<file path="config.mk">
export PLATFORM = sky130hd
export DESIGN_NAME = distributed_dma_slave_regs
export DESIGN_NICKNAME = d
export VERILOG_FILES = /design/src/include/distributed_dma_pkg.sv /design/src/distributed_dma_slave_regs.sv /design/src/pair_buffer.sv
export SDC_FILE = /design/constraint.sdc
export NUM_CORES = 1
export LEC_CHECK = 0
export BUFFER_PORTS_ARGS = -buffer_cell sky130_fd_sc_hd__buf_2
export CAP_MARGIN = 20
export CORE_MARGIN = 5
export CORE_UTILIZATION = 50
export CTS_CLUSTER_DIAMETER = 100
export DETAILED_ROUTE_END_ITERATION = 10
export PLACE_DENSITY = 0.68
export SYNTH_ARGS = -nofsm -noshare
export SYNTH_HDL_FRONTEND = slang
export SYNTH_SLANG_ARGS = --single-unit
</file>
<file path="constraint.sdc">
create_clock -name clk_sys_i -period 8.2 [get_ports clk_sys_i]
set_input_delay 0.82 -clock clk_sys_i [delete_from_list [all_inputs] [get_ports clk_sys_i]]
set_output_delay 0.82 -clock clk_sys_i [all_outputs]
set_load 0.02 [all_outputs]
</file>
<file path="src/include/distributed_dma_pkg.sv">
// Shared constants of the distributed DMA slave register block
package dma_pkg;
   // Byte offsets inside the 16-byte I/O region
   localparam logic [3:0] OFF_ADDR_LO  = 4'h0;
   localparam logic [3:0] OFF_ADDR_HI  = 4'h1;
   localparam logic [3:0] OFF_PAGE     = 4'h2;
   localparam logic [3:0] OFF_COUNT_LO = 4'h4;
   localparam logic [3:0] OFF_COUNT_HI = 4'h5;
   localparam logic [3:0] OFF_CMD_STAT = 4'h8;
   // Reset values
   localparam logic [15:0] ADDR_RESET  = 16'h0000;
   localparam logic [7:0]  PAGE_RESET  = 8'h00;
   localparam logic [15:0] COUNT_RESET = 16'h0000;
   localparam logic [7:0]  BYTE_RESET  = 8'h00;
   // Command field: only the disable bit exists
   localparam int          CMD_DISABLE_BIT = 2;
   // Status layout: request nibble high, terminal count nibble low
   localparam logic [3:0]  NIBBLE_ONES  = 4'hF;
   localparam logic [3:0]  NIBBLE_ZEROS = 4'h0;
   // Count and address steps per transfer
   localparam logic [15:0] STEP_BYTE = 16'h0001;
   localparam logic [15:0] STEP_WORD = 16'h0002;
   localparam logic [15:0] ADDR_STEP = 16'h0001;
endpackage

</file>
<file path="src/distributed_dma_slave_regs.sv">
// Distributed DMA slave channel: registers, address and count logic
`timescale 1ns/1ps
// Notes on behaviour
// - Address write loads start address, resets zero
// - Address read returns present transfer address
// - Byte mode: address on 15..0, page above
// - Word mode: address shifted up, page bit0 dropped
// - Page register read/write, resets to zero
// - Count write sets byte length, resets zero
// - Count read returns remaining count
// - Count drops one per byte, two per word
// - Command bit two disables channel
// - Other command bits are not stored
// - Status byte at command offset, resets zero
// - Upper status nibble mirrors card request
// - Lower nibble sets at terminal count, read clears
// - Address steps up or down by direction
// - Reserved locations read zero, ignore writes
module distributed_dma_slave_regs #(
   parameter int ADDR_W = 16,
   parameter int PAGE_W = 8
) (
   input  wire logic                   clk_sys_i,
   input  wire logic                   rst_i,
   input  wire logic [3:0]             io_addr_i,
   input  wire logic                   io_wr_i,
   input  wire logic                   io_rd_i,
   input  wire logic [7:0]             io_wdata_i,
   output logic      [7:0]             io_rdata_o,
   input  wire logic                   xfer_16bit_i,
   input  wire logic                   address_direction_i,
   input  wire logic                   card_request_i,
   output logic                        phase_valid_o,
   input  wire logic                   phase_ready_i,
   output logic      [PAGE_W+ADDR_W-1:0] phase_addr_o,
   output logic                        channel_enabled_o,
   output logic                        terminal_count_o
);
   localparam int PW = PAGE_W + ADDR_W;

   logic [ADDR_W-1:0] base_addr_q;   // Programmed start address
   logic [ADDR_W-1:0] cur_addr_q;    // Address of the next transfer
   logic [PAGE_W-1:0] page_q;        // Upper address byte
   logic [15:0]       base_count_q;  // Programmed byte length
   logic [15:0]       cur_count_q;   // Bytes still to move
   logic              disable_q;     // Command disable bit
   logic [3:0]        tc_q;          // Sticky terminal count nibble
   logic              armed_q;       // Transfer programmed and not finished
   logic [7:0]        rdata_q;       // Registered read data
   logic              wr_addr_lo, wr_addr_hi, wr_count_lo, wr_count_hi;
   logic              rd_status;     // Status read, clears terminal count
   logic              gen_valid;     // Word offered to the buffer
   logic              gen_ready;     // Buffer can take a word
   logic              xfer;          // One transfer happens this cycle
   logic              last_xfer;     // This transfer ends the count
   logic [15:0]       step;          // Count decrement for this mode
   logic [PW-1:0]     phase_word;    // Address-phase value

   // Write strobe decode; reserved offsets decode to nothing
   assign wr_addr_lo  = io_wr_i && io_addr_i == dma_pkg::OFF_ADDR_LO;
   assign wr_addr_hi  = io_wr_i && io_addr_i == dma_pkg::OFF_ADDR_HI;
   assign wr_count_lo = io_wr_i && io_addr_i == dma_pkg::OFF_COUNT_LO;
   assign wr_count_hi = io_wr_i && io_addr_i == dma_pkg::OFF_COUNT_HI;
   assign rd_status   = io_rd_i && io_addr_i == dma_pkg::OFF_CMD_STAT;

   // Mode dependent decrement
   assign step = xfer_16bit_i ? dma_pkg::STEP_WORD : dma_pkg::STEP_BYTE;

   // Word mode drops page bit 0 and forces the low line to zero
   assign phase_word = xfer_16bit_i ? {page_q[PAGE_W-1:1], cur_addr_q, 1'b0}
                                    : {page_q, cur_addr_q};

   // A transfer is one word handed to the buffer; a stalled receiver halts stepping once the buffer holds two words
   assign gen_valid = armed_q && !disable_q && card_request_i;
   assign xfer      = gen_valid && gen_ready;
   assign last_xfer = cur_count_q <= step;

   // Two-entry buffer toward the bus master side
   pair_buffer #(
      .WIDTH (PW)
   ) u_phase_buf (
      .clk_sys_i   (clk_sys_i),
      .rst_i       (rst_i),
      .in_valid_i  (gen_valid),
      .in_ready_o  (gen_ready),
      .in_data_i   (phase_word),
      .out_valid_o (phase_valid_o),
      .out_ready_i (phase_ready_i),
      .out_data_o  (phase_addr_o)
   );

   // Address pair: a write loads base and current, transfers step current
   always_ff @(posedge clk_sys_i) begin
      if (rst_i) begin
         base_addr_q <= dma_pkg::ADDR_RESET;
         cur_addr_q  <= dma_pkg::ADDR_RESET;
      end else if (wr_addr_lo) begin
         base_addr_q[7:0] <= io_wdata_i;
         cur_addr_q       <= {base_addr_q[ADDR_W-1:8], io_wdata_i};
      end else if (wr_addr_hi) begin
         base_addr_q[ADDR_W-1:8] <= io_wdata_i;
         cur_addr_q              <= {io_wdata_i, base_addr_q[7:0]};
      end else if (xfer) begin
         cur_addr_q <= address_direction_i ? cur_addr_q - dma_pkg::ADDR_STEP
                                           : cur_addr_q + dma_pkg::ADDR_STEP;
      end
   end

   // Page register
   always_ff @(posedge clk_sys_i) begin
      if (rst_i) begin
         page_q <= dma_pkg::PAGE_RESET;
      end else if (io_wr_i && io_addr_i == dma_pkg::OFF_PAGE) begin
         page_q <= io_wdata_i;
      end
   end

   // Count pair; the last transfer lands on zero rather than wrapping
   always_ff @(posedge clk_sys_i) begin
      if (rst_i) begin
         base_count_q <= dma_pkg::COUNT_RESET;
         cur_count_q  <= dma_pkg::COUNT_RESET;
      end else if (wr_count_lo) begin
         base_count_q[7:0] <= io_wdata_i;
         cur_count_q       <= {base_count_q[15:8], io_wdata_i};
      end else if (wr_count_hi) begin
         base_count_q[15:8] <= io_wdata_i;
         cur_count_q        <= {io_wdata_i, base_count_q[7:0]};
      end else if (xfer) begin
         cur_count_q <= last_xfer ? dma_pkg::COUNT_RESET : cur_count_q - step;
      end
   end

   // Channel armed by a count write, finished at terminal count
   always_ff @(posedge clk_sys_i) begin
      if (rst_i) begin
         armed_q <= 1'b0;
      end else if (wr_count_lo || wr_count_hi) begin
         armed_q <= 1'b1;
      end else if (xfer && last_xfer) begin
         armed_q <= 1'b0;
      end
   end

   // Command disable bit; other bits are not stored at all
   always_ff @(posedge clk_sys_i) begin
      if (rst_i) begin
         disable_q <= 1'b0;
      end else if (io_wr_i && io_addr_i == dma_pkg::OFF_CMD_STAT) begin
         disable_q <= io_wdata_i[dma_pkg::CMD_DISABLE_BIT];
      end
   end

   // Terminal count nibble; a set in the clearing cycle wins
   always_ff @(posedge clk_sys_i) begin
      if (rst_i) begin
         tc_q <= dma_pkg::NIBBLE_ZEROS;
      end else if (xfer && last_xfer) begin
         tc_q <= dma_pkg::NIBBLE_ONES;
      end else if (rd_status) begin
         tc_q <= dma_pkg::NIBBLE_ZEROS;
      end
   end

   // Read mux, registered; unmapped offsets return zero
   always_ff @(posedge clk_sys_i) begin
      if (rst_i) begin
         rdata_q <= dma_pkg::BYTE_RESET;
      end else if (io_rd_i) begin
         unique case (io_addr_i)
            dma_pkg::OFF_ADDR_LO:  rdata_q <= cur_addr_q[7:0];
            dma_pkg::OFF_ADDR_HI:  rdata_q <= cur_addr_q[ADDR_W-1:8];
            dma_pkg::OFF_PAGE:     rdata_q <= page_q;
            dma_pkg::OFF_COUNT_LO: rdata_q <= cur_count_q[7:0];
            dma_pkg::OFF_COUNT_HI: rdata_q <= cur_count_q[15:8];
            // Request nibble ignores any mask; command bits never read back
            dma_pkg::OFF_CMD_STAT: rdata_q <= {card_request_i ? dma_pkg::NIBBLE_ONES
                                                              : dma_pkg::NIBBLE_ZEROS,
                                               tc_q};
            default:               rdata_q <= dma_pkg::BYTE_RESET;
         endcase
      end
   end

   assign io_rdata_o        = rdata_q;
   assign channel_enabled_o = !disable_q;
   assign terminal_count_o  = tc_q[0];
endmodule

</file>
<file path="src/pair_buffer.sv">
// Two-entry valid/ready buffer for address-phase words
`timescale 1ns/1ps
module pair_buffer #(
   parameter int WIDTH = 24
) (
   input  wire logic             clk_sys_i,
   input  wire logic             rst_i,
   input  wire logic             in_valid_i,
   output logic                  in_ready_o,
   input  wire logic [WIDTH-1:0] in_data_i,
   output logic                  out_valid_o,
   input  wire logic             out_ready_i,
   output logic      [WIDTH-1:0] out_data_o
);
   logic [WIDTH-1:0] slot_q [2];   // Storage, slot 0 is the head
   logic [1:0]       fill_q;       // Number of words held
   logic             push;         // Word accepted this cycle
   logic             pop;          // Word drained this cycle

   assign in_ready_o  = (fill_q != 2'd2);
   assign out_valid_o = (fill_q != 2'd0);
   assign out_data_o  = slot_q[0];
   assign push        = in_valid_i && in_ready_o;
   assign pop         = out_valid_o && out_ready_i;

   // Occupancy
   always_ff @(posedge clk_sys_i) begin
      if (rst_i) begin
         fill_q <= 2'd0;
      end else begin
         fill_q <= fill_q + 2'(push) - 2'(pop);
      end
   end

   // Storage shifts toward the head on a pop
   always_ff @(posedge clk_sys_i) begin
      if (pop) begin
         slot_q[0] <= (fill_q == 2'd2) ? slot_q[1] : in_data_i;
      end else if (push && fill_q == 2'd0) begin
         slot_q[0] <= in_data_i;
      end
      if (push && (fill_q == 2'd2 || (fill_q == 2'd1 && !pop))) begin
         slot_q[1] <= in_data_i;
      end
   end
endmodule

</file>
==> results of run 1 <==
-- cell usage after synthesis (13+ instances only) --
library cell	instances	area, µm²
sky130_fd_sc_hd__mux2_2	17	191.4
sky130_fd_sc_hd__nand3_1	16	80.08
sky130_fd_sc_hd__o21ai_0	23	115.1
sky130_fd_sc_hd__nor2_1	97	364.1
sky130_fd_sc_hd__edfxtp_1	48	1441
sky130_fd_sc_hd__inv_1	15	56.30
sky130_fd_sc_hd__buf_4	25	187.7
sky130_fd_sc_hd__clkbuf_1	36	135.1
sky130_fd_sc_hd__a22oi_1	13	97.59
sky130_fd_sc_hd__ha_1	18	225.2
sky130_fd_sc_hd__dfxtp_1	85	1702
sky130_fd_sc_hd__xnor2_1	13	113.9
sky130_fd_sc_hd__nor3_1	14	70.07
sky130_fd_sc_hd__nand2_1	144	540.5
sky130_fd_sc_hd__a21oi_1	82	410.4
-- state kept, by name (all words and copies together), names as in the netlist --
name / cells
u_phase_buf.fill_q: 2
base_count_q: 16
armed_q: 1
io_rdata_o: 8
disable_q: 1
u_phase_buf.slot_q: 48
tc_q: 1
base_addr_q: 16
page_q: 8
cur_count_q: 16
cur_addr_q: 16
-- worst min-delay path by stage --
stage / end / slack (ns) / cells after the start / startpoint
3_3_place_gp: base_addr_q[11] / 0.44 / 2 / base_addr_q[11]
3_5_place_dp: base_addr_q[11] / 0.45 / 2 / base_addr_q[11]
6_report: base_addr_q[11] / 0.45 / 2 / base_addr_q[11]
4_1_cts: base_addr_q[11] / 0.46 / 2 / base_addr_q[11]
5_1_grt: base_addr_q[7] / 0.48 / 2 / base_addr_q[7]
2_1_floorplan: base_addr_q[11] / 0.43 / 2 / base_addr_q[11]
-- metal layers --
layer | global-route usage | vias to the layer above | part of all wire
met5 | 0 | - | 0.00035
met4 | 0.1081 | 2 | 0.032
met3 | 0.05111 | 49 | 0.079
met1 | 0.3425 | 2944 | 0.44
li1 | - | 2950 | -
met2 | 0.3726 | 279 | 0.45
-- cells by family (layout without fill, tap and decap cells) --
kind of cell	after synthesis	after routing
other	0	2
buffers and inverters	88	107
xor gates and xnor gates	19	19
and+or+nand+nor	335	335
adders and majority gates	20	20
AOI/OAI and AO/OA	200	200
DFF	133	133
muxes	23	23
-- where the power goes --
group / internal, mW / switching [mW]
Clock: 0.487 / 0.315
Sequential: 0.753 / 0.0323
Combinational: 0.146 / 0.272
Total: 1.39 / 0.619
-- area by class of cell --
cell class,instances,area share
clock inverters,14,0.02422
well taps,180,0.02849
repair buffers,60,0.04243
inverters,15,0.007124
clock buffers,18,0.05430
diodes,2,0.0006332
flip-flops and latches,133,0.3977
multi-input cells,597,0.4451
-- critical path, delay by kind of cell (launching register included) --
kind	cells	cell delay [ns]
DFF	1	0.37
and+or+nand+nor	5	2.39
AOI/OAI and AO/OA	1	0.34
-- stage by stage --
| stage | worst slack (ns) | instance area [µm²] | power (mW) | hold slack (ns) |
|---|---|---|---|---|
| after floorplan | 4.489 | 7086 | 1.119 | 0.4332 |
| after global placement | 4.788 | 7251 | 1.190 | 0.4411 |
| after detailed placement | 4.612 | 7251 | 1.200 | 0.4473 |
| after CTS | 4.953 | 7871 | 1.999 | 0.4551 |
| after global routing | 4.662 | 7904 | 2.087 | 0.4768 |
| final | 4.953 | 7904 | 2.005 | 0.4520 |
==> impl.org, run 1 <==
** Worst setup path
- In this run the critical register-to-register path is captured at cur_count_q[9].
- Cell count of the worst reg-to-reg path :: 6
- Walking the worst path, the cells encountered are nand2b_1, nand2b_1, nand2_1, nand2_1, a221oi_1, nor3_2.
- The worst setup path is launched from a flip-flop.
- Max incr delay on CP :: ~0.76 ns
- At the worst endpoint, the arrival time is roughly 3.5 ns.
- The worst register-to-register path has a setup slack of 4.95 ns.
- STA classifies the critical path endpoint as a flip-flop.
- The critical path starts at u_phase_buf.fill_q[0].
- Crit path to :: cur_count_q[9]
- Crit path max-delay cell type :: sky130_fd_sc_hd__nand2b_1
- In this run the worst path has a maximum fanout of 25.
- Required time of the worst setup path :: approximately 8.5 ns
- In this run the critical register-to-register path is launched from u_phase_buf.fill_q[0].
- The worst setup path is of the flip-flop to flip-flop kind.

** Timing
- Relative max-transition margin :: 0.3486
- Largest clock skew in the final design :: ~0.0055 ns
- Number of setup violations in the final report :: 0
- The number of hold violations in the final report is 0.
- Setup repair after global routing left no endpoint under its margin.
- Pins over their slew limit :: 0
- Share of the cycle needed by the critical path after routing :: 0.3960
- Transition time at the pin with the least slew margin :: just under 1 ns
- Fmax :: 308.0 MHz
- Time the final worst path needs with I/O delays and setup :: about 3.2 ns
- Setup total negative slack on the finished layout was measured at 0 ns.

** Finish
- Of the cells placed in the final design, the portion with a size suffix greater than 1 is 0.1517.
- Finished Layout Cells :: around 1000
- Most used cells in the layout excluding fill and tap cells :: sky130_fd_sc_hd__nand2_1, sky130_fd_sc_hd__nor2_1, sky130_fd_sc_hd__dfxtp_1
- The multi-input combinational cells in the finished layout cover a total of about 0.0035 mm².
- The filler cells instantiated in the layout total ~1300.
- Leaving out fill and tap cells, the most frequent cell in the layout is sky130_fd_sc_hd__nand2_1.
- In the final design database the tool counted around 860 nets.
- Registers take between 0.003 and 0.004 mm².
- At the end of the flow the core is filled with cells to 0.5694.
- From synthesis to final layout, the design area changed by 11.55%.

** Yosys
- During synthesis, Yosys emitted a total of 0 warnings.
- Of the total synthesized cell area, the portion taken by XOR and XNOR cells is 0.02455.
- In this run the mean area of a mapped cell was between 8 and 9 µm².
- Of the total synthesized cell area, the portion taken by full adders, half adders and majority gates is 0.03744.
- Synthesis produced a netlist with a net count of around 860.
- After synthesis the cells add up to 0.007086 mm².
- In the synthesized netlist, the number of instances is a little over 800.
- Simple-gate portion of the synthesized area :: 0.2204
- Multiplexer share of the synthesized area :: 0.03549
- Counting flops and latches in the post-synthesis netlist gives ~130.
- After synthesis, the share of flip-flops with an asynchronous set or reset is 0.
- Most used DFF post-synth :: sky130_fd_sc_hd__dfxtp_1
- Count of flip-flops with a built-in enable after synthesis :: 48
- The share of the Yosys chip area taken by registers is 0.4436.
- Combinational family with the most area after synthesis :: simple AND/OR/NAND/NOR gates
- The area fraction in compound gates after synthesis is 0.1773.
- Count of different cell masters after synthesis :: 67

** Clock network
- CTS tree :: built
- Counting along the longest clock path gives a buffer depth of 2.
- H-tree level count :: 4
- In this run the post-CTS setup repair buffer count came out at 0.
- Number of clock sinks :: roughly 130
- Buffers inserted during clock tree synthesis total 17.
- After clock tree synthesis, the repair step resized 0 gates.
- The tree is rooted in a sky130_fd_sc_hd__clkbuf_16.
- Clk Latency, worst-skew pair :: between 0.4 and 0.5 ns
- For this design, the CTS-stage hold fixing added 0 buffers.
- Post-CTS clock slew at the launch and capture registers of the worst setup and hold paths :: about 0.060 ns

** Hold path
- Kind of path behind the tightest hold check :: flip-flop to flip-flop

** Routing
- Number of antenna-violating nets in the routed design :: 0
- After detailed routing, the number of vias per cell comes to between 6 and 7.
- Violation count after the first detailed-route iteration :: a little over 700
- For this run, design rule violations remaining after detail routing come to 0.
- Detailed Routing Iterations Pass 1 :: 6
- Drt total wl :: between 20000 and 25000 µm
- Vias post-DR :: around 6200
- After detailed routing, the average wire length per cell comes to ~20 µm.

** Placement
- Count of placed standard cells including taps :: slightly below 1000
- Port buffering added 54 buffers.
- After legalization and detailed placement, the total HPWL measured ~14000 µm.
- RD Place Congestion :: 0.9196

** Global routing
- GRT Overall Usage :: 0.2463
- Largest net degree at the start of global routing :: 95
- The via count of the first global-routing pass was between 5000 and 6000.
- The first global-routing pass estimated 31820 µm of wire.
- Remaining global-route overflow :: 0
- The initial antenna violation count was 3.

** Floorplanning
- Die Span Y :: 129.0 µm
- 55 I/O pins were placed.
- Die Width :: approximately 130 µm
- The initial utilization of the core area, before any placement, comes to 0.5105.
- Die Footprint :: roughly 0.017 mm²
- Number of rows created at floorplan :: 43
- In this run the standard cell core region covers ~0.014 mm².

** Power
- Pwr/cell area :: roughly 250 mW/mm²
- P_leak :: between 3 and 4 nW
- The worst-case IR drop observed on VDD is roughly 0.00016 V.

** Run
- Count of max-cap constraint violations :: 0

** Outcome
- The flow ran to the end, and the final reports show no timing, DRC or antenna violations.
Power figures use the tool's default switching activity.
==> run 2: changes to the inputs <==
ABC_AREA = 1   (was default)
PLACE_DENSITY = 0.71   (was 0.68)
clock period = 2.64 ns   (was 8.2 ns; I/O delays follow)
==> run 2 against run 1 <==
Net effect: largest cell class unchanged; sequential share of layout area is 1.3 points lower; wire length decreased by 8.2%; critical path depth up 1.
==> impl.org, run 2 <==
** Power
- Pwr/cell area :: a little over 700 mW/mm²
- Pwr Total :: about 5.8 mW
- P_leak :: about 3.6 nW
- VDD IR max :: between 0.0005 and 0.0006 V

** Floorplanning
- The die covers between 0.015 and 0.02 mm².
- Area of the core region :: about 0.014 mm²
- For this design the top-level I/O count stands at 55.
- Die Span Y :: 131.3 µm
- The floorplan has 44 rows.
- Initial core utilization :: 0.5081
- Die Width :: 131.3 µm

** Yosys
- Per-instance average area after synthesis :: roughly 7.6 µm²
- Counting distinct cell types in the post-synthesis netlist gives 40.
- sky130_fd_sc_hd__dfxtp_1 takes more of the synthesized area than any other cell.
- After synthesis the cells add up to 0.007357 mm².
- Number of warnings issued by yosys :: 0
- Share of the yosys chip area belonging to registers :: 0.4272
- Counting flops with a built-in enable in the synthesized netlist gives 48.
- Yosys instantiated no cell more often than sky130_fd_sc_hd__nand2_1.
- By area the synthesized netlist is led by sky130_fd_sc_hd__dfxtp_1, sky130_fd_sc_hd__edfxtp_1, sky130_fd_sc_hd__nand2_1.
- After synthesis the netlist holds a flip-flop and latch count of about 130.
- The number of nets handed over by synthesis was 1014.
- Share of the synthesized area in the top cell type :: 0.2313
- Share of flip-flops with an asynchronous set or reset after synthesis :: 0
- Post-synth top cells :: sky130_fd_sc_hd__nand2_1, sky130_fd_sc_hd__inv_1, sky130_fd_sc_hd__dfxtp_1
- Gate Count Post-Synth :: just under 1000
- Most used DFF post-synth :: sky130_fd_sc_hd__dfxtp_1

** Worst setup path
- STA classifies the critical path startpoint as a flip-flop.
- In this run the worst path has a maximum fanout of 32.
- STA puts the critical path data required time at about 3 ns.
- Data on the critical path arrives at its endpoint at around 2.3 ns.
- The worst setup path is captured at a flip-flop.
- The critical path is of the flip-flop to flip-flop type.

** Placement
- Routability-driven placement finished with a final weighted congestion of around 0.96.
- Half-perimeter wire length after placement :: between 10000 and 15000 µm
- During placement, the flow inserted port buffers numbering 54.

** Clock network
- Once the clock tree was built, the setup fixing pass inserted 0 buffers.
- Clock root buffer :: sky130_fd_sc_hd__clkbuf_16
- In this run the deepest clock path goes through 2 buffers.
- Number of clock sinks :: 133
- The H-tree was split into 4 levels.
- For this design, the CTS-stage hold fixing added 0 buffers.
- The later pin in the worst-skew pair is clocked with a latency of roughly 0.42 ns.
- Clock-pin slew was measured on the worst setup and hold paths at around 0.060 ns.
- CTS tree :: built
- Number of buffers inserted during clock tree synthesis :: 17
- Once the clock tree was built, the resizer swapped 0 gates to a different size.

** Timing
- Setup TNS Final :: 0 ns
- Number of setup violations in the final report :: 0
- The number of hold violations in the final report is 0.
- Counting I/O delays and the setup requirement, the final critical path takes 2.018 ns.
- Share of the cycle needed by the critical path after routing :: 0.7643
- The count of final max-slew check failures was 0.
- Clock skew on the completed layout was measured at around 0.007 ns.
- Fmax :: just under 500 MHz
- Transition time at the pin with the least slew margin :: about 0.85 ns
- Setup repair after global routing left no endpoint under its margin.
- Relative max-transition margin :: 0.4325

** Global routing
- The initial antenna violation count was 0.
- Largest net degree at the start of global routing :: 44
- The via count of the first global-routing pass was 5780.
- First-pass GRT wire length :: 29900 µm
- Remaining global-route overflow :: 0
- For this run, the total global-route usage over all layers was measured as 0.2123.

** Hold path
- Kind of path behind the tightest hold check :: input port to flip-flop

** Finish
- Most used cells in the layout excluding fill and tap cells :: sky130_fd_sc_hd__nand2_1, sky130_fd_sc_hd__inv_1, sky130_fd_sc_hd__dfxtp_1
- Number of antenna repair diodes :: 0
- Largest reg by FF count :: u_phase_buf.slot_q
- The register with the most flip-flops in the layout has 48 of them.
- Nets :: roughly 1000
- Area Growth Syn to Fin :: 11.02%
- Share of final-layout standard cells stronger than drive strength 1 :: 0.1424
- Leaving out fill and tap cells, the most frequent cell in the layout is sky130_fd_sc_hd__nand2_1.

** Routing
- Drt total wl :: about 19000 µm
- Number of antenna-violating nets in the routed design :: 0
- Post-detailed-route wirelength per cell :: 15.54 µm
- After detailed routing, the number of remaining DRC violations is 0.
- Detail-routed via count per cell :: roughly 5.3
- Detailed Routing Iterations Pass 1 :: 5
- Violation count after the first detailed-route iteration :: roughly 560
- Vias post-DR :: around 6300

** Outcome
- Status :: completed

** Run
- The tool flagged a number of max-cap violations equal to 0.
[run 2: changes by cell type in the layout (fill, tap and decap cells not counted), sizes merged, moves of 13 or more]
cell   before  now
a22oi      13    0
inv        21  123
mux2       17    0
nand2     144  304
nand3      16   35
nor2       98   49
o21ai      24   94
[run 2: stage by stage]
step	instance area (µm²)	utilization	std cells	setup WS, ns	hold WS [ns]
2_1_floorplan	7363	-	974	0.2535	0.4082
3_3_place_gp	7572	0.5230	1163	0.5212	0.4094
3_5_place_dp	7572	0.5230	1163	0.4842	0.4156
4_1_cts	8168	0.5641	1195	0.6420	0.1857
5_1_grt	8168	0.5641	1195	0.4703	0.2036
6_report	8168	0.5641	1195	0.6222	0.1938
[run 2: cells by family (layout without fill, tap and decap cells)]
group	count (synthesis)	count (layout)	share of synthesized area
flops	133	133	0.4272
xor+xnor	16	16	0.01905
fa+ha+maj	20	20	0.03606
compound gates	216	216	0.1641
simple gates	413	413	0.2425
buf+inv	176	213	0.1111
[run 2: per-layer routing]
metal,share of wire,track usage,vias up
met5,0,0,-
met4,0.026,0.07771,0
met3,0.063,0.04511,34
met2,0.45,0.3327,198
met1,0.46,0.2907,2878
li1,-,-,3227
[run 2: path summary, 6_finish.rpt]
kind                               from                   endpoint  slack [ns]  cells after the start
setup / recovery  u_phase_buf.fill_q[1]              cur_addr_q[6]        0.62                      7
hold / removal            io_wdata_i[6]           base_count_q[14]        0.19                      3
setup reg to reg  u_phase_buf.fill_q[1]              cur_addr_q[6]        0.62                      7
hold reg to reg               page_q[1]  u_phase_buf.slot_q[0][41]        0.44                      0
[run 2: final cells by class]
cell class	instances	area, µm²
repair buffers	63	337.8
clock inverters	15	170.2
flip-flops and latches	133	3143
clock buffers	17	425.4
fillers	1379	6311
well taps	184	230.2
inverters	118	445.4
multi-input cells	665	3416
[run 2: worst max-delay path, stage by stage (launching register included)]
cell	delay, ns
sky130_fd_sc_hd__dfxtp_1	0.44
sky130_fd_sc_hd__inv_1	0.08
sky130_fd_sc_hd__nor2_2	0.09
sky130_fd_sc_hd__nor2_1	0.10
sky130_fd_sc_hd__inv_1	0.16
sky130_fd_sc_hd__nand3_2	0.50
sky130_fd_sc_hd__o21ai_0	0.41
sky130_fd_sc_hd__a31oi_1	0.07
[run 2: report_power, final]
group	internal (mW)	switching (mW)	leakage (nW)
Clock	1.42	0.960	0.293
Sequential	2.29	0.0761	1.14
Combinational	0.339	0.747	2.14
